--- src/rtl/wdt_clock_timer_map.svh ---
`ifndef WDT_CLOCK_TIMER_MAP_SVH
`define WDT_CLOCK_TIMER_MAP_SVH

// Byte offsets of the 32-bit register words
`define WDT_CTRL_OFS 8'h00
`define WDT_RELOAD_OFS 8'h04
`define WDT_FEED_OFS 8'h08
`define WDT_CLKCFG_OFS 8'h0C
`define WDT_INTERRUPT_ENABLE_REG_0_OFS 8'h10
`define WDT_STATUS_OFS 8'h14

// Control register fields
`define WDT_CTRL_OSCSEL_BIT 0
`define WDT_CTRL_FLAG_BIT 1
`define WDT_CTRL_RUN_BIT 2
`define WDT_CTRL_PRE_LSB 5
`define WDT_CTRL_PRE_MSB 7

// Clock configuration fields
`define WDT_CLKCFG_XTAL_BIT 4
`define WDT_CLKCFG_RATE_BIT 5

// Interrupt enable register 0 field
`define WDT_INTERRUPT_ENABLE_REG_0_WD_BIT 6

// Feed sequence bytes
`define WDT_FEED_FIRST 8'hA5
`define WDT_FEED_SECOND 8'h5A

// Reset values
`define WDT_RELOAD_RST 8'hFF
`define WDT_PRE_RST 3'h7

// Synchroniser depth on a switch, in source cycles
`define WDT_SWITCH_CYCLES 2'h2

// Prescaler base division
`define WDT_PRE_BASE 12'h020

// Oscillator rates, rate bit 0 and 1
`define WDT_OSC_FAST_KHZ 400
`define WDT_OSC_SLOW_KHZ 25

`endif

--- src/rtl/wdt_clock_timer_pkg.sv ---
package wdt_clock_timer_pkg;

  // Watchdog clock sources, also the index of each source tick
  typedef enum logic [1:0] {
    SRC_PCLK = 2'h0,
    SRC_WDOSC = 2'h1,
    SRC_XTAL = 2'h2
  } src_type;

  // Clock switch synchroniser states
  typedef enum logic [2:0] {
    SW_SEL = 3'h1,
    SW_DROP = 3'h2,
    SW_PICK = 3'h4
  } switch_type;

  // Fields of the control register that steer counting
  typedef struct packed {
    logic [2:0] prescale;
    logic run;
    logic oscSel;
  } ctrl_type;

endpackage : wdt_clock_timer_pkg

--- src/rtl/watchdog_clock_timer.sv ---
`include "wdt_clock_timer_map.svh"

// Behaviour
// - Oscillator rate bit 0 gives 400 kHz, 1 gives 25 kHz.
// - Without crystal select, oscillator select picks oscillator (1) or peripheral clock (0).
// - Crystal select 1 picks crystal oscillator, ignoring the other select bits.
// - New clock selection reaches the multiplexer only when a feed completes.
// - Switch drops old clock after two old cycles, picks new after two new.
// - Prescaler restarts at feed; switch error up to two old plus two new.
// - If old core clock stops mid-switch, oscillator is never selected; watchdog idle.
// - Control writes reach the shadow copy after one watchdog clock cycle.
// - Underflow sets timeout flag; interrupt only with watchdog enable bit set.
// - Software writing 0 clears the timeout flag.
// - Underflow reloads the down counter and counting continues.
// - Correct feed loads reload value; wrong feeds are ignored.
// - In power-down only the selected oscillator or crystal keeps running.
// - Peripheral clock source in power-down stops oscillator; watchdog disabled.
// - Underflow wakes the device from power-down.
// - Wake-up clears the oscillator rate bit, back to 400 kHz.
// - Counting runs while run control is 1 and stops while 0.
// - Timeout flag sets when the 8-bit down counter underflows.
// - Prescaler tap select divides by 32 times two to its power.
// - Both fuses set force run control and oscillator select to 1.
module watchdog_clock_timer (
  input wire logic clk,
  input wire logic rst,
  input wire logic cyc_i,
  input wire logic stb_i,
  input wire logic we_i,
  input wire logic [7:0] adr_i,
  input wire logic [3:0] sel_i,
  input wire logic [31:0] dat_i,
  output logic [31:0] dat_o,
  output logic ack_o,
  input wire logic pclkIn,
  input wire logic wdOscIn,
  input wire logic xtalIn,
  input wire logic watchdogEnableFuse,
  input wire logic safetyEnableFuse,
  input wire logic powerDown,
  output logic wdOscRun,
  output logic wdOscSlow,
  output logic xtalRun,
  output logic irq,
  output logic wakeUp,
  output logic wdDisabled
);

  localparam int NumSrc = 3;

  logic [NumSrc-1:0] srcSync1_q;
  logic [NumSrc-1:0] srcSync2_q;
  logic [NumSrc-1:0] srcPrev_q;
  logic [NumSrc-1:0] srcTick;
  logic [1:0] fuseSync1_q;
  logic [1:0] fuseSync2_q;
  logic fusesForce;
  logic access;
  logic wrStb;
  logic ack_q;
  logic [31:0] dat_q;
  wdt_clock_timer_pkg::ctrl_type ctrl_q;
  wdt_clock_timer_pkg::ctrl_type ctrlEff;
  wdt_clock_timer_pkg::ctrl_type shadow_q;
  logic flag_q;
  logic [7:0] reload_q;
  logic xtalSel_q;
  logic rate_q;
  logic ienWd_q;
  logic feedStage_q;
  logic feedDone;
  wdt_clock_timer_pkg::src_type reqSrc;
  wdt_clock_timer_pkg::src_type activeSrc_q;
  wdt_clock_timer_pkg::src_type pendSrc_q;
  wdt_clock_timer_pkg::switch_type sw_q;
  logic [1:0] swCnt_q;
  logic oldTick;
  logic newTick;
  logic selTick;
  logic [11:0] preCnt_q;
  logic [11:0] preLimit;
  logic preWrap;
  logic [7:0] count_q;
  logic underflow;
  logic wake_q;

  // Pin inputs pass two flops; a third flop only feeds the edge detect
  generate
    for (genvar i = 0; i < NumSrc; i++) begin : g_src
      always_ff @(posedge clk) begin
        if (rst) begin
          srcSync1_q[i] <= 1'b0;
          srcSync2_q[i] <= 1'b0;
          srcPrev_q[i] <= 1'b0;
        end else begin
          srcSync1_q[i] <= (i == 0) ? pclkIn : ((i == 1) ? wdOscIn : xtalIn);
          srcSync2_q[i] <= srcSync1_q[i];
          srcPrev_q[i] <= srcSync2_q[i];
        end
      end
      assign srcTick[i] = srcSync2_q[i] & ~srcPrev_q[i];
    end
  endgenerate

  // Fuse straps are pins too
  always_ff @(posedge clk) begin
    if (rst) begin
      fuseSync1_q <= 2'h0;
      fuseSync2_q <= 2'h0;
    end else begin
      fuseSync1_q <= {safetyEnableFuse, watchdogEnableFuse};
      fuseSync2_q <= fuseSync1_q;
    end
  end

  assign fusesForce = &fuseSync2_q;

  // Fuses override what software holds without losing its value
  always_comb begin
    ctrlEff = ctrl_q;
    if (fusesForce) begin
      ctrlEff.run = 1'b1;
      ctrlEff.oscSel = 1'b1;
    end
  end

  // Wishbone: ack one cycle after the request, writes land on the ack edge
  assign access = cyc_i & stb_i;
  assign wrStb = access & we_i & ack_q & sel_i[0];
  assign ack_o = ack_q;
  assign dat_o = dat_q;

  always_ff @(posedge clk) begin
    if (rst) begin
      ack_q <= 1'b0;
    end else begin
      ack_q <= access & ~ack_q;
    end
  end

  // Read data is captured as ack rises; unmapped offsets read zero
  always_ff @(posedge clk) begin
    if (rst) begin
      dat_q <= 32'h0000_0000;
    end else if (access & ~ack_q & ~we_i) begin
      unique case (adr_i)
        `WDT_CTRL_OFS: dat_q <= {24'h000000, ctrlEff.prescale, 2'h0, ctrlEff.run, flag_q, ctrlEff.oscSel};
        `WDT_RELOAD_OFS: dat_q <= {24'h000000, reload_q};
        `WDT_CLKCFG_OFS: dat_q <= {26'h0000000, rate_q, xtalSel_q, 4'h0};
        `WDT_INTERRUPT_ENABLE_REG_0_OFS: dat_q <= {25'h0000000, ienWd_q, 6'h00};
        `WDT_STATUS_OFS: dat_q <= {16'h0000, count_q, 3'h0, sw_q, activeSrc_q};
        default: dat_q <= 32'h0000_0000;
      endcase
    end
  end

  // Software control fields
  always_ff @(posedge clk) begin
    if (rst) begin
      ctrl_q <= '{prescale: `WDT_PRE_RST, run: 1'b0, oscSel: 1'b0};
      reload_q <= `WDT_RELOAD_RST;
      xtalSel_q <= 1'b0;
      ienWd_q <= 1'b0;
    end else if (wrStb) begin
      if (adr_i == `WDT_CTRL_OFS) begin
        ctrl_q.prescale <= dat_i[`WDT_CTRL_PRE_MSB:`WDT_CTRL_PRE_LSB];
        ctrl_q.run <= dat_i[`WDT_CTRL_RUN_BIT];
        ctrl_q.oscSel <= dat_i[`WDT_CTRL_OSCSEL_BIT];
      end
      if (adr_i == `WDT_RELOAD_OFS) begin
        reload_q <= dat_i[7:0];
      end
      if (adr_i == `WDT_CLKCFG_OFS) begin
        xtalSel_q <= dat_i[`WDT_CLKCFG_XTAL_BIT];
      end
      if (adr_i == `WDT_INTERRUPT_ENABLE_REG_0_OFS) begin
        ienWd_q <= dat_i[`WDT_INTERRUPT_ENABLE_REG_0_WD_BIT];
      end
    end
  end

  // Rate bit: wake-up clearing beats a software write in the same cycle
  always_ff @(posedge clk) begin
    if (rst) begin
      rate_q <= 1'b0;
    end else if (wake_q) begin
      rate_q <= 1'b0;
    end else if (wrStb && adr_i == `WDT_CLKCFG_OFS) begin
      rate_q <= dat_i[`WDT_CLKCFG_RATE_BIT];
    end
  end

  // Timeout flag: underflow wins over a software clear in the same cycle
  always_ff @(posedge clk) begin
    if (rst) begin
      flag_q <= 1'b0;
    end else if (underflow) begin
      flag_q <= 1'b1;
    end else if (wrStb && adr_i == `WDT_CTRL_OFS && !dat_i[`WDT_CTRL_FLAG_BIT]) begin
      flag_q <= 1'b0;
    end
  end

  // Feed: first byte then second byte; anything else restarts the sequence
  assign feedDone = wrStb && adr_i == `WDT_FEED_OFS && feedStage_q && dat_i[7:0] == `WDT_FEED_SECOND;

  always_ff @(posedge clk) begin
    if (rst) begin
      feedStage_q <= 1'b0;
    end else if (wrStb && adr_i == `WDT_FEED_OFS) begin
      feedStage_q <= (dat_i[7:0] == `WDT_FEED_FIRST);
    end
  end

  // Requested source from the select bits
  always_comb begin
    if (xtalSel_q) begin
      reqSrc = wdt_clock_timer_pkg::SRC_XTAL;
    end else if (ctrlEff.oscSel) begin
      reqSrc = wdt_clock_timer_pkg::SRC_WDOSC;
    end else begin
      reqSrc = wdt_clock_timer_pkg::SRC_PCLK;
    end
  end

  assign oldTick = srcTick[activeSrc_q];
  assign newTick = srcTick[pendSrc_q];
  // Ticks pass only in the steady state, so no cut pulse reaches the prescaler
  assign selTick = (sw_q == wdt_clock_timer_pkg::SW_SEL) & oldTick;

  // Switch synchroniser; a stalled old clock leaves it waiting in the drop phase
  always_ff @(posedge clk) begin
    if (rst) begin
      sw_q <= wdt_clock_timer_pkg::SW_SEL;
      swCnt_q <= 2'h0;
      activeSrc_q <= wdt_clock_timer_pkg::SRC_PCLK;
      pendSrc_q <= wdt_clock_timer_pkg::SRC_PCLK;
    end else begin
      unique case (sw_q)
        wdt_clock_timer_pkg::SW_SEL: begin
          if (feedDone && reqSrc != activeSrc_q) begin
            pendSrc_q <= reqSrc;
            sw_q <= wdt_clock_timer_pkg::SW_DROP;
            swCnt_q <= 2'h0;
          end
        end
        wdt_clock_timer_pkg::SW_DROP: begin
          if (oldTick) begin
            if (swCnt_q == `WDT_SWITCH_CYCLES - 2'h1) begin
              sw_q <= wdt_clock_timer_pkg::SW_PICK;
              swCnt_q <= 2'h0;
            end else begin
              swCnt_q <= swCnt_q + 2'h1;
            end
          end
        end
        wdt_clock_timer_pkg::SW_PICK: begin
          if (newTick) begin
            if (swCnt_q == `WDT_SWITCH_CYCLES - 2'h1) begin
              sw_q <= wdt_clock_timer_pkg::SW_SEL;
              activeSrc_q <= pendSrc_q;
              swCnt_q <= 2'h0;
            end else begin
              swCnt_q <= swCnt_q + 2'h1;
            end
          end
        end
        default: begin
          sw_q <= wdt_clock_timer_pkg::SW_SEL;
        end
      endcase
    end
  end

  // Shadow copy follows the control fields one watchdog clock later
  always_ff @(posedge clk) begin
    if (rst) begin
      shadow_q <= '{prescale: `WDT_PRE_RST, run: 1'b0, oscSel: 1'b0};
    end else if (selTick) begin
      shadow_q <= ctrlEff;
    end
  end

  // Divide by 32 << tap; tap 7 wraps to 4096 exactly
  assign preLimit = (`WDT_PRE_BASE << shadow_q.prescale) - 12'h001;
  assign preWrap = selTick && shadow_q.run && preCnt_q == preLimit;
  assign underflow = preWrap && count_q == 8'h00;

  // Prescaler restarts at a feed, so a switch after it costs some counts
  always_ff @(posedge clk) begin
    if (rst) begin
      preCnt_q <= 12'h000;
    end else if (feedDone) begin
      preCnt_q <= 12'h000;
    end else if (selTick && shadow_q.run) begin
      preCnt_q <= preWrap ? 12'h000 : preCnt_q + 12'h001;
    end
  end

  // Down counter: feed loads, underflow reloads and keeps going
  always_ff @(posedge clk) begin
    if (rst) begin
      count_q <= `WDT_RELOAD_RST;
    end else if (feedDone) begin
      count_q <= reload_q;
    end else if (underflow) begin
      count_q <= reload_q;
    end else if (preWrap) begin
      count_q <= count_q - 8'h01;
    end
  end

  // Wake pulse on an underflow during power-down
  always_ff @(posedge clk) begin
    if (rst) begin
      wake_q <= 1'b0;
    end else begin
      wake_q <= underflow & powerDown;
    end
  end

  assign wakeUp = wake_q;
  assign irq = flag_q & ienWd_q;
  assign wdOscSlow = rate_q;
  // In power-down only the source actually in use keeps running
  assign wdOscRun = ~powerDown | (activeSrc_q == wdt_clock_timer_pkg::SRC_WDOSC);
  assign xtalRun = ~powerDown | (activeSrc_q == wdt_clock_timer_pkg::SRC_XTAL);
  assign wdDisabled = (sw_q != wdt_clock_timer_pkg::SW_SEL)
                    | (powerDown & activeSrc_q == wdt_clock_timer_pkg::SRC_PCLK);
endmodule : watchdog_clock_timer

--- config.mk ---
export PLATFORM = sky130hd
export DESIGN_NAME = watchdog_clock_timer
export DESIGN_NICKNAME = d
export VERILOG_FILES = /design/src/rtl/wdt_clock_timer_pkg.sv /design/src/rtl/watchdog_clock_timer.sv
export VERILOG_INCLUDE_DIRS = /design/src /design/src/rtl
export SDC_FILE = /design/constraint.sdc
export NUM_CORES = 1
export LEC_CHECK = 0
export BUFFER_PORTS_ARGS = -buffer_cell sky130_fd_sc_hd__buf_2
export CAP_MARGIN = 20
export CORE_MARGIN = 2
export CORE_UTILIZATION = 58
export DETAILED_ROUTE_END_ITERATION = 7
export GPL_TIMING_DRIVEN = 0
export PLACE_DENSITY = 0.91
export SYNTH_ARGS = -nofsm -noshare
export SYNTH_HDL_FRONTEND = slang
export SYNTH_SLANG_ARGS = --single-unit
export TNS_END_PERCENT = 50
--- constraint.sdc ---
create_clock -name clk -period 5.5 [get_ports clk]
set_input_delay 1.1 -clock clk [delete_from_list [all_inputs] [get_ports clk]]
set_output_delay 1.1 -clock clk [all_outputs]
set_load 0.02 [all_outputs]
==> results of run 1 <==
==> kinds of logic after synthesis <==
| family | count (synthesis) |
|---|---|
| adders and majority gates | 3 |
| muxes | 23 |
| other | 1 |
| AOI/OAI and AO/OA | 84 |
| buffers and inverters | 51 |
| xor gates and xnor gates | 15 |
| and+or+nand+nor | 234 |
| DFF | 82 |
==> power groups by stage <==
stage	sequential, mW	combinational, mW	clock (mW)
finish	0.614	0.156	0.510
global route	0.616	0.169	0.532
CTS	0.614	0.152	0.509
detailed placement	0.628	0.151	0
global placement	0.627	0.144	0
floorplan	0.625	0.109	0
==> registers in the layout, indices dropped and copies added (netlist names), 4 cells and up <==
register  count
dat_o        16
preCnt_q     12
count_q       8
reload_q      8
shadow_q      4
==> worst paths after layout <==
path | endpoint | slack, ns | cells after the start
max | count_q[4] | 2.40 | 11
min | wdOscSlow | 0.43 | 1
max reg2reg | count_q[4] | 2.40 | 11
min reg2reg | wdOscSlow | 0.43 | 1
==> synthesized netlist by cell type, types with 7 or more instances <==
cell	count
dfxtp_1	82
nand2_1	66
nor2_1	54
a21oi_1	29
nand3_1	24
mux2i_1	22
buf_4	18
nor2b_1	16
nor3_1	13
clkbuf_1	12
inv_1	11
o21ai_0	11
a22oi_1	10
buf_6	9
nand2b_1	9
xor2_1	8
xnor2_1	7
==> through the flow <==
| step | cell area [µm²] | setup WS, ns | total power, mW | hold slack [ns] |
|---|---|---|---|---|
| 2_1_floorplan | 4230 | 2.66 | 0.735 | 0.407 |
| 3_3_place_gp | 4600 | 2.35 | 0.771 | 0.407 |
| 3_5_place_dp | 4600 | 2.28 | 0.779 | 0.415 |
| 4_1_cts | 4830 | 2.43 | 1.27 | 0.431 |
| 5_1_grt | 4830 | 2.28 | 1.32 | 0.457 |
| 6_report | 4830 | 2.40 | 1.28 | 0.429 |
==> final cells by class <==
class / count / area [µm²]
multi-input cells: 375 / 2260
fillers: 546 / 2040
flip-flops and latches: 82 / 1640
plain buffers: 40 / 287
repair buffers: 49 / 245
clock buffers: 11 / 151
well taps: 96 / 120
clock inverters: 5 / 85.1
inverters: 11 / 41.3
==> layer usage <==
metal  share of wire, %  track usage (%)  vias up
li1                   -                -     1864
met1                 39             33.4     1872
met2                 49             51.2      223
met3                8.4             6.44       53
met4                3.6             13.9        0
met5                  0                0        -
==> critical path, stage by stage (launching register included) <==
cell and delay, ns:
dfxtp_1 0.35, buf_6 0.15, or3_1 0.34, ha_1 0.21, buf_6 0.14, xnor2_1 0.12
a311o_1 0.36, a311oi_2 0.32, o21ai_2 0.17, or4b_1 0.55, o221ai_1 0.18, nand2_1 0.08
==> results.json, run 1 <==
{
  "postCtsSetupBuffers": 0,
  "cts_inserted_buffers": 9,
  "post-route-min-period_ns": 3.10,
  "max_cap_viol": 0,
  "syn-cell-area_um2": 4170,
  "synth_compound_gate_area_share_pct": 13.8,
  "hold_path.startpoint": "wakeUp",
  "die_area_um2": 7890,
  "synth-seq-area-share_pct": 39.3,
  "detail_route.wirelength_mm": 10.8,
  "required_ns": 5.73,
  "synth_largest_area_cell": "dfxtp_1",
  "detail_route.wl_per_cell_um": 16.1,
  "maxSlewHeadroom_pct": 38.5,
  "placement.io_buffers": 49,
  "clock_power_share_pct": 39.9,
  "post_synth_fa_ha_maj_area_fraction_pct": 0.899,
  "synthXorXnorAreaFrac_pct": 3.15,
  "p_leak_nw": 1.98,
  "pwr_density_cell_nw_per_um2": 265,
  "pwr-share-seq_pct": 48.0,
  "critical_path.max_fanout": 10,
  "cts.root.buffer_cell": "clkbuf_8",
  "pin_count": 94,
  "power.switching_mw": 0.336,
  "finalSetupViolCount": 0,
  "worst_setup_path_start_kind": "register",
  "fraction_of_final_layout_cells_with_drive_strength_greater_than_1_pct": 18.8,
  "syn_area_per_cell_um2": 8.47,
  "area_delta_synth_final_pct": 15.8,
  "clock_tree_from_tritoncts": "built",
  "layout.core_utilization_pct": 70.3,
  "floorplan.die.height_um": 88.8,
  "final_cell_count_no_fill": 669,
  "critical_path_arrival_ns": 3.33,
  "globalplace.congestion": 0.917,
  "power.internal_mw": 0.944,
  "initial_core_util_pct": 60.8,
  "vias": 4012,
  "worst_setup_path_startpoint": "shadow_q[3]",
  "rows": 30,
  "ys_warn_count": 0,
  "placedCellCount": 653,
  "antenna_found_initial": 0,
  "post-synth-top-area-fraction_pct": 39.3,
  "cts_hold_buf": 0,
  "coreArea_um2": 6870,
  "skew_ns": 0.00808,
  "clkLatencyLatePin_ns": 0.36,
  "tightest_slew_ns": 0.915,
  "grt-ovfl-total": 0,
  "switching_share_pct": 26.3,
  "detail_route.vias_per_cell": 6.00,
  "timing.rr.start": "shadow_q[3]",
  "grt_first_pass_wirelength_mm": 17.8,
  "ir_drop_mv": 0.201,
  "rsz_0062_raised_after_global_routing": "false",
  "synth-edff-count": 0,
  "h-tree-depth": 3,
  "detailedRoute.firstIterationViolations": 380,
  "final_common_cell": "dfxtp_1",
  "grt_util_all_layers_pct": 29.1,
  "setup_total_neg_slack_ns": 0,
  "ant_nets": 0,
  "netlist_instances": 493,
  "cts.repair.resized": 0,
  "worst_setup_path_end_kind": "register",
  "status": "finished, final reports clean",
  "drc_markers": 0,
  "insertedDiodeCount": 0,
  "post-route-period-util_pct": 56.3,
  "synthArstFlopShare_pct": 0,
  "synthTopCellsByArea": "dfxtp_1, nand2_1, mux2i_1",
  "synthMuxAreaShare_pct": 5.55,
  "first_global_vias": 3868,
  "die_width_um": 88.8,
  "maximum_number_of_pins_on_one_net_before_global_route_repair": 15,
  "clk_pin_slew_ns": 0.09,
  "synth_cell_type_count": 68,
  "timing.fmax_mhz": 323,
  "final_max_slew_viol_count": 0,
  "ys_seq_elements": 82,
  "final-hold-violation-count": 0,
  "clock_sinks": 82,
  "postSynth.topFlopCell": "dfxtp_1",
  "share_comb_of_total_power_pct": 12.2,
  "dp_hpwl_mm": 7.90,
  "crit_type": "register to register",
  "layout.cells.most_common_list": "dfxtp_1, nand2_1, nor2_1, buf_2, a21oi_1",
  "type_of_the_worst_min_delay_path": "register to register",
  "finalNetCount": 626,
  "synth_top_family_by_area": "simple AND/OR/NAND/NOR gates",
  "synth-simple-area-share_pct": 29.4,
  "clockBufferDepth": 2,
  "drt_pre_antenna_iters": 6
}
(Power assumes the default switching activity.)
==> inputs of run 2 (changes only) <==
Settings changed: CORE_UTILIZATION 58 to 49, PLACE_DENSITY 0.91 to 0.82.
Clock period 5.5 ns to 2.7 ns, I/O delays scaled along.
==> results.json, run 2 (same netlist as run 1, synthesis figures left out) <==
{
  "whs_path_depth": 2,
  "required_ns": 2.96,
  "routed.top_layer": "met4",
  "rsz_0062_raised_after_global_routing": "true",
  "ant_nets": 0,
  "cts_inserted_buffers": 9,
  "insertedDiodeCount": 0,
  "pwr_density_cell_nw_per_um2": 481,
  "pin_count": 94,
  "drt_pre_antenna_iters": 5,
  "floorplan.die.height_um": 96.3,
  "detail_route.vias_per_cell": 5.58,
  "flip_flop_count_of_the_largest_register_after_layout": 16,
  "area_delta_synth_final_pct": 19.3,
  "cts.root.buffer_cell": "clkbuf_8",
  "hold_slack_final_ns": 0.373,
  "detailedRoute.firstIterationViolations": 330,
  "clock_sinks": 82,
  "detail_route.wl_per_cell_um": 15.1,
  "rows": 33,
  "type_of_the_worst_min_delay_path": "primary input to register",
  "layout.cells.most_common_list": "dfxtp_1, nand2_1, nor2_1, buf_2, buf_4",
  "clock_tree_from_tritoncts": "built",
  "placement.io_buffers": 49,
  "clk_pin_slew_ns": 0.09,
  "clockBufferDepth": 2,
  "routed-wl-met3_um": 684,
  "first_global_vias": 3471,
  "tightest_slew_ns": 0.950,
  "detail_route.wirelength_mm": 10.4,
  "coreArea_um2": 8220,
  "final_cell_count_no_fill": 689,
  "critical_path_arrival_ns": 2.96,
  "antenna_found_initial": 0,
  "h-tree-depth": 3,
  "max_cap_viol": 0,
  "ir_drop_mv": 0.334,
  "die_area_um2": 9270,
  "clkLatencyLatePin_ns": 0.37,
  "timing.fmax_mhz": 371,
  "detailed_route_wirelength_on_metal2_mm": 5.04,
  "post-route-min-period_ns": 2.70,
  "finalNetCount": 637,
  "maxSlewHeadroom_pct": 36.2,
  "globalplace.congestion": 0.899,
  "vias": 3848,
  "maximum_number_of_pins_on_one_net_before_global_route_repair": 17,
  "worst_setup_path_start_kind": "register",
  "finalSetupViolCount": 0,
  "grt_first_pass_wirelength_mm": 16.2,
  "skew_ns": 0.00760,
  "p_leak_nw": 2.02,
  "final_common_cell": "dfxtp_1",
  "die_width_um": 96.3,
  "worst_setup_path_end_kind": "register",
  "post-route-period-util_pct": 99.9,
  "cts_hold_buf": 0,
  "crit_type": "register to register",
  "fraction_of_final_layout_cells_with_drive_strength_greater_than_1_pct": 24.0,
  "final_max_slew_viol_count": 0,
  "met1Wirelength_mm": 4.48,
  "drc_markers": 0,
  "critical_path.max_fanout": 5,
  "r2r.worst_path.cells": 12,
  "grt_util_all_layers_pct": 22.5,
  "placedCellCount": 662,
  "initial_core_util_pct": 50.8,
  "grt-ovfl-total": 0,
  "final-hold-violation-count": 0,
  "dp_hpwl_mm": 7.38,
  "status": "finished, final reports clean"
}
## run 2: cell types whose count changed in the layout (fill, tap and decap cells not counted), sizes merged
| cell | delta |
|---|---|
| buf | +11 |
| inv | +3 |
| bufinv | -2 |
| clkbuf | -2 |
| clkinvlp | +1 |
## run 2: layout make-up
cell class              count  area [µm²]
plain buffers              36         241
clock buffers               9         124
clock inverters             7        58.8
fillers                   710        3240
inverters                  11        41.3
multi-input cells         375        2370
flip-flops and latches     82        1650
well taps                 105         131
repair buffers             64         358
## run 2: repair_timing
| item | 4_1_cts | 5_1_grt |
|---|---|---|
| endpoints found under the setup margin | 17 | 18 |
| pin swaps | 11 | 8 |
| gates resized for setup | 9 | 17 |
| gates cloned | 0 | 1 |
| setup buffers | 7 | 7 |
## run 2: worst paths after layout
path                                   from       endpoint  slack [ns]
worst min register to register   swCnt_q[1]     swCnt_q[1]        0.44
worst min-delay path                wdOscIn  srcSync1_q[1]        0.37
worst max-delay path            shadow_q[3]     count_q[7]       0.004
worst max register to register  shadow_q[3]     count_q[7]       0.004
## run 2: worst max-delay path, stage by stage (launching register included)
cell and delay [ns]:
dfxtp_2 0.33, buf_6 0.11, or3_4 0.33, ha_4 0.19, buf_4 0.15, o2bb2ai_1 0.15
a221oi_2 0.33, a311oi_2 0.09, o21a_2 0.19, a21oi_4 0.23, buf_6 0.15, nand4b_1 0.11
a31o_2 0.22
## run 2: metal layers
metal / track usage, % / vias up
met3: 4.62 / 30
met2: 37.4 / 164
met1: 28.7 / 1771
met4: 8.22 / 0
li1: - / 1883
met5: 0 / -
## run 2: stage by stage
| stage | utilization, % | setup TNS (ns) | worst slack, ns | power [mW] | area (µm²) |
|---|---|---|---|---|---|
| after floorplan | - | 0 | 0.00970 | 1.50 | 4250 |
| after global placement | 56.3 | -0.722 | -0.151 | 1.57 | 4620 |
| after detailed placement | 56.3 | -1.25 | -0.177 | 1.58 | 4620 |
| after CTS | 59.2 | -0.169 | -0.0635 | 2.40 | 4870 |
| after global routing | 60.6 | -0.368 | -0.0806 | 2.50 | 4980 |
| final | 60.6 | 0 | 0.00378 | 2.40 | 4980 |
## run 2: report_power, final
group          leakage, nW  total [mW]  internal (mW)  switching [mW]
clock               0.0872       0.838          0.348           0.490
sequential           0.664        1.25           1.23          0.0183
combinational         1.27       0.311          0.115           0.195
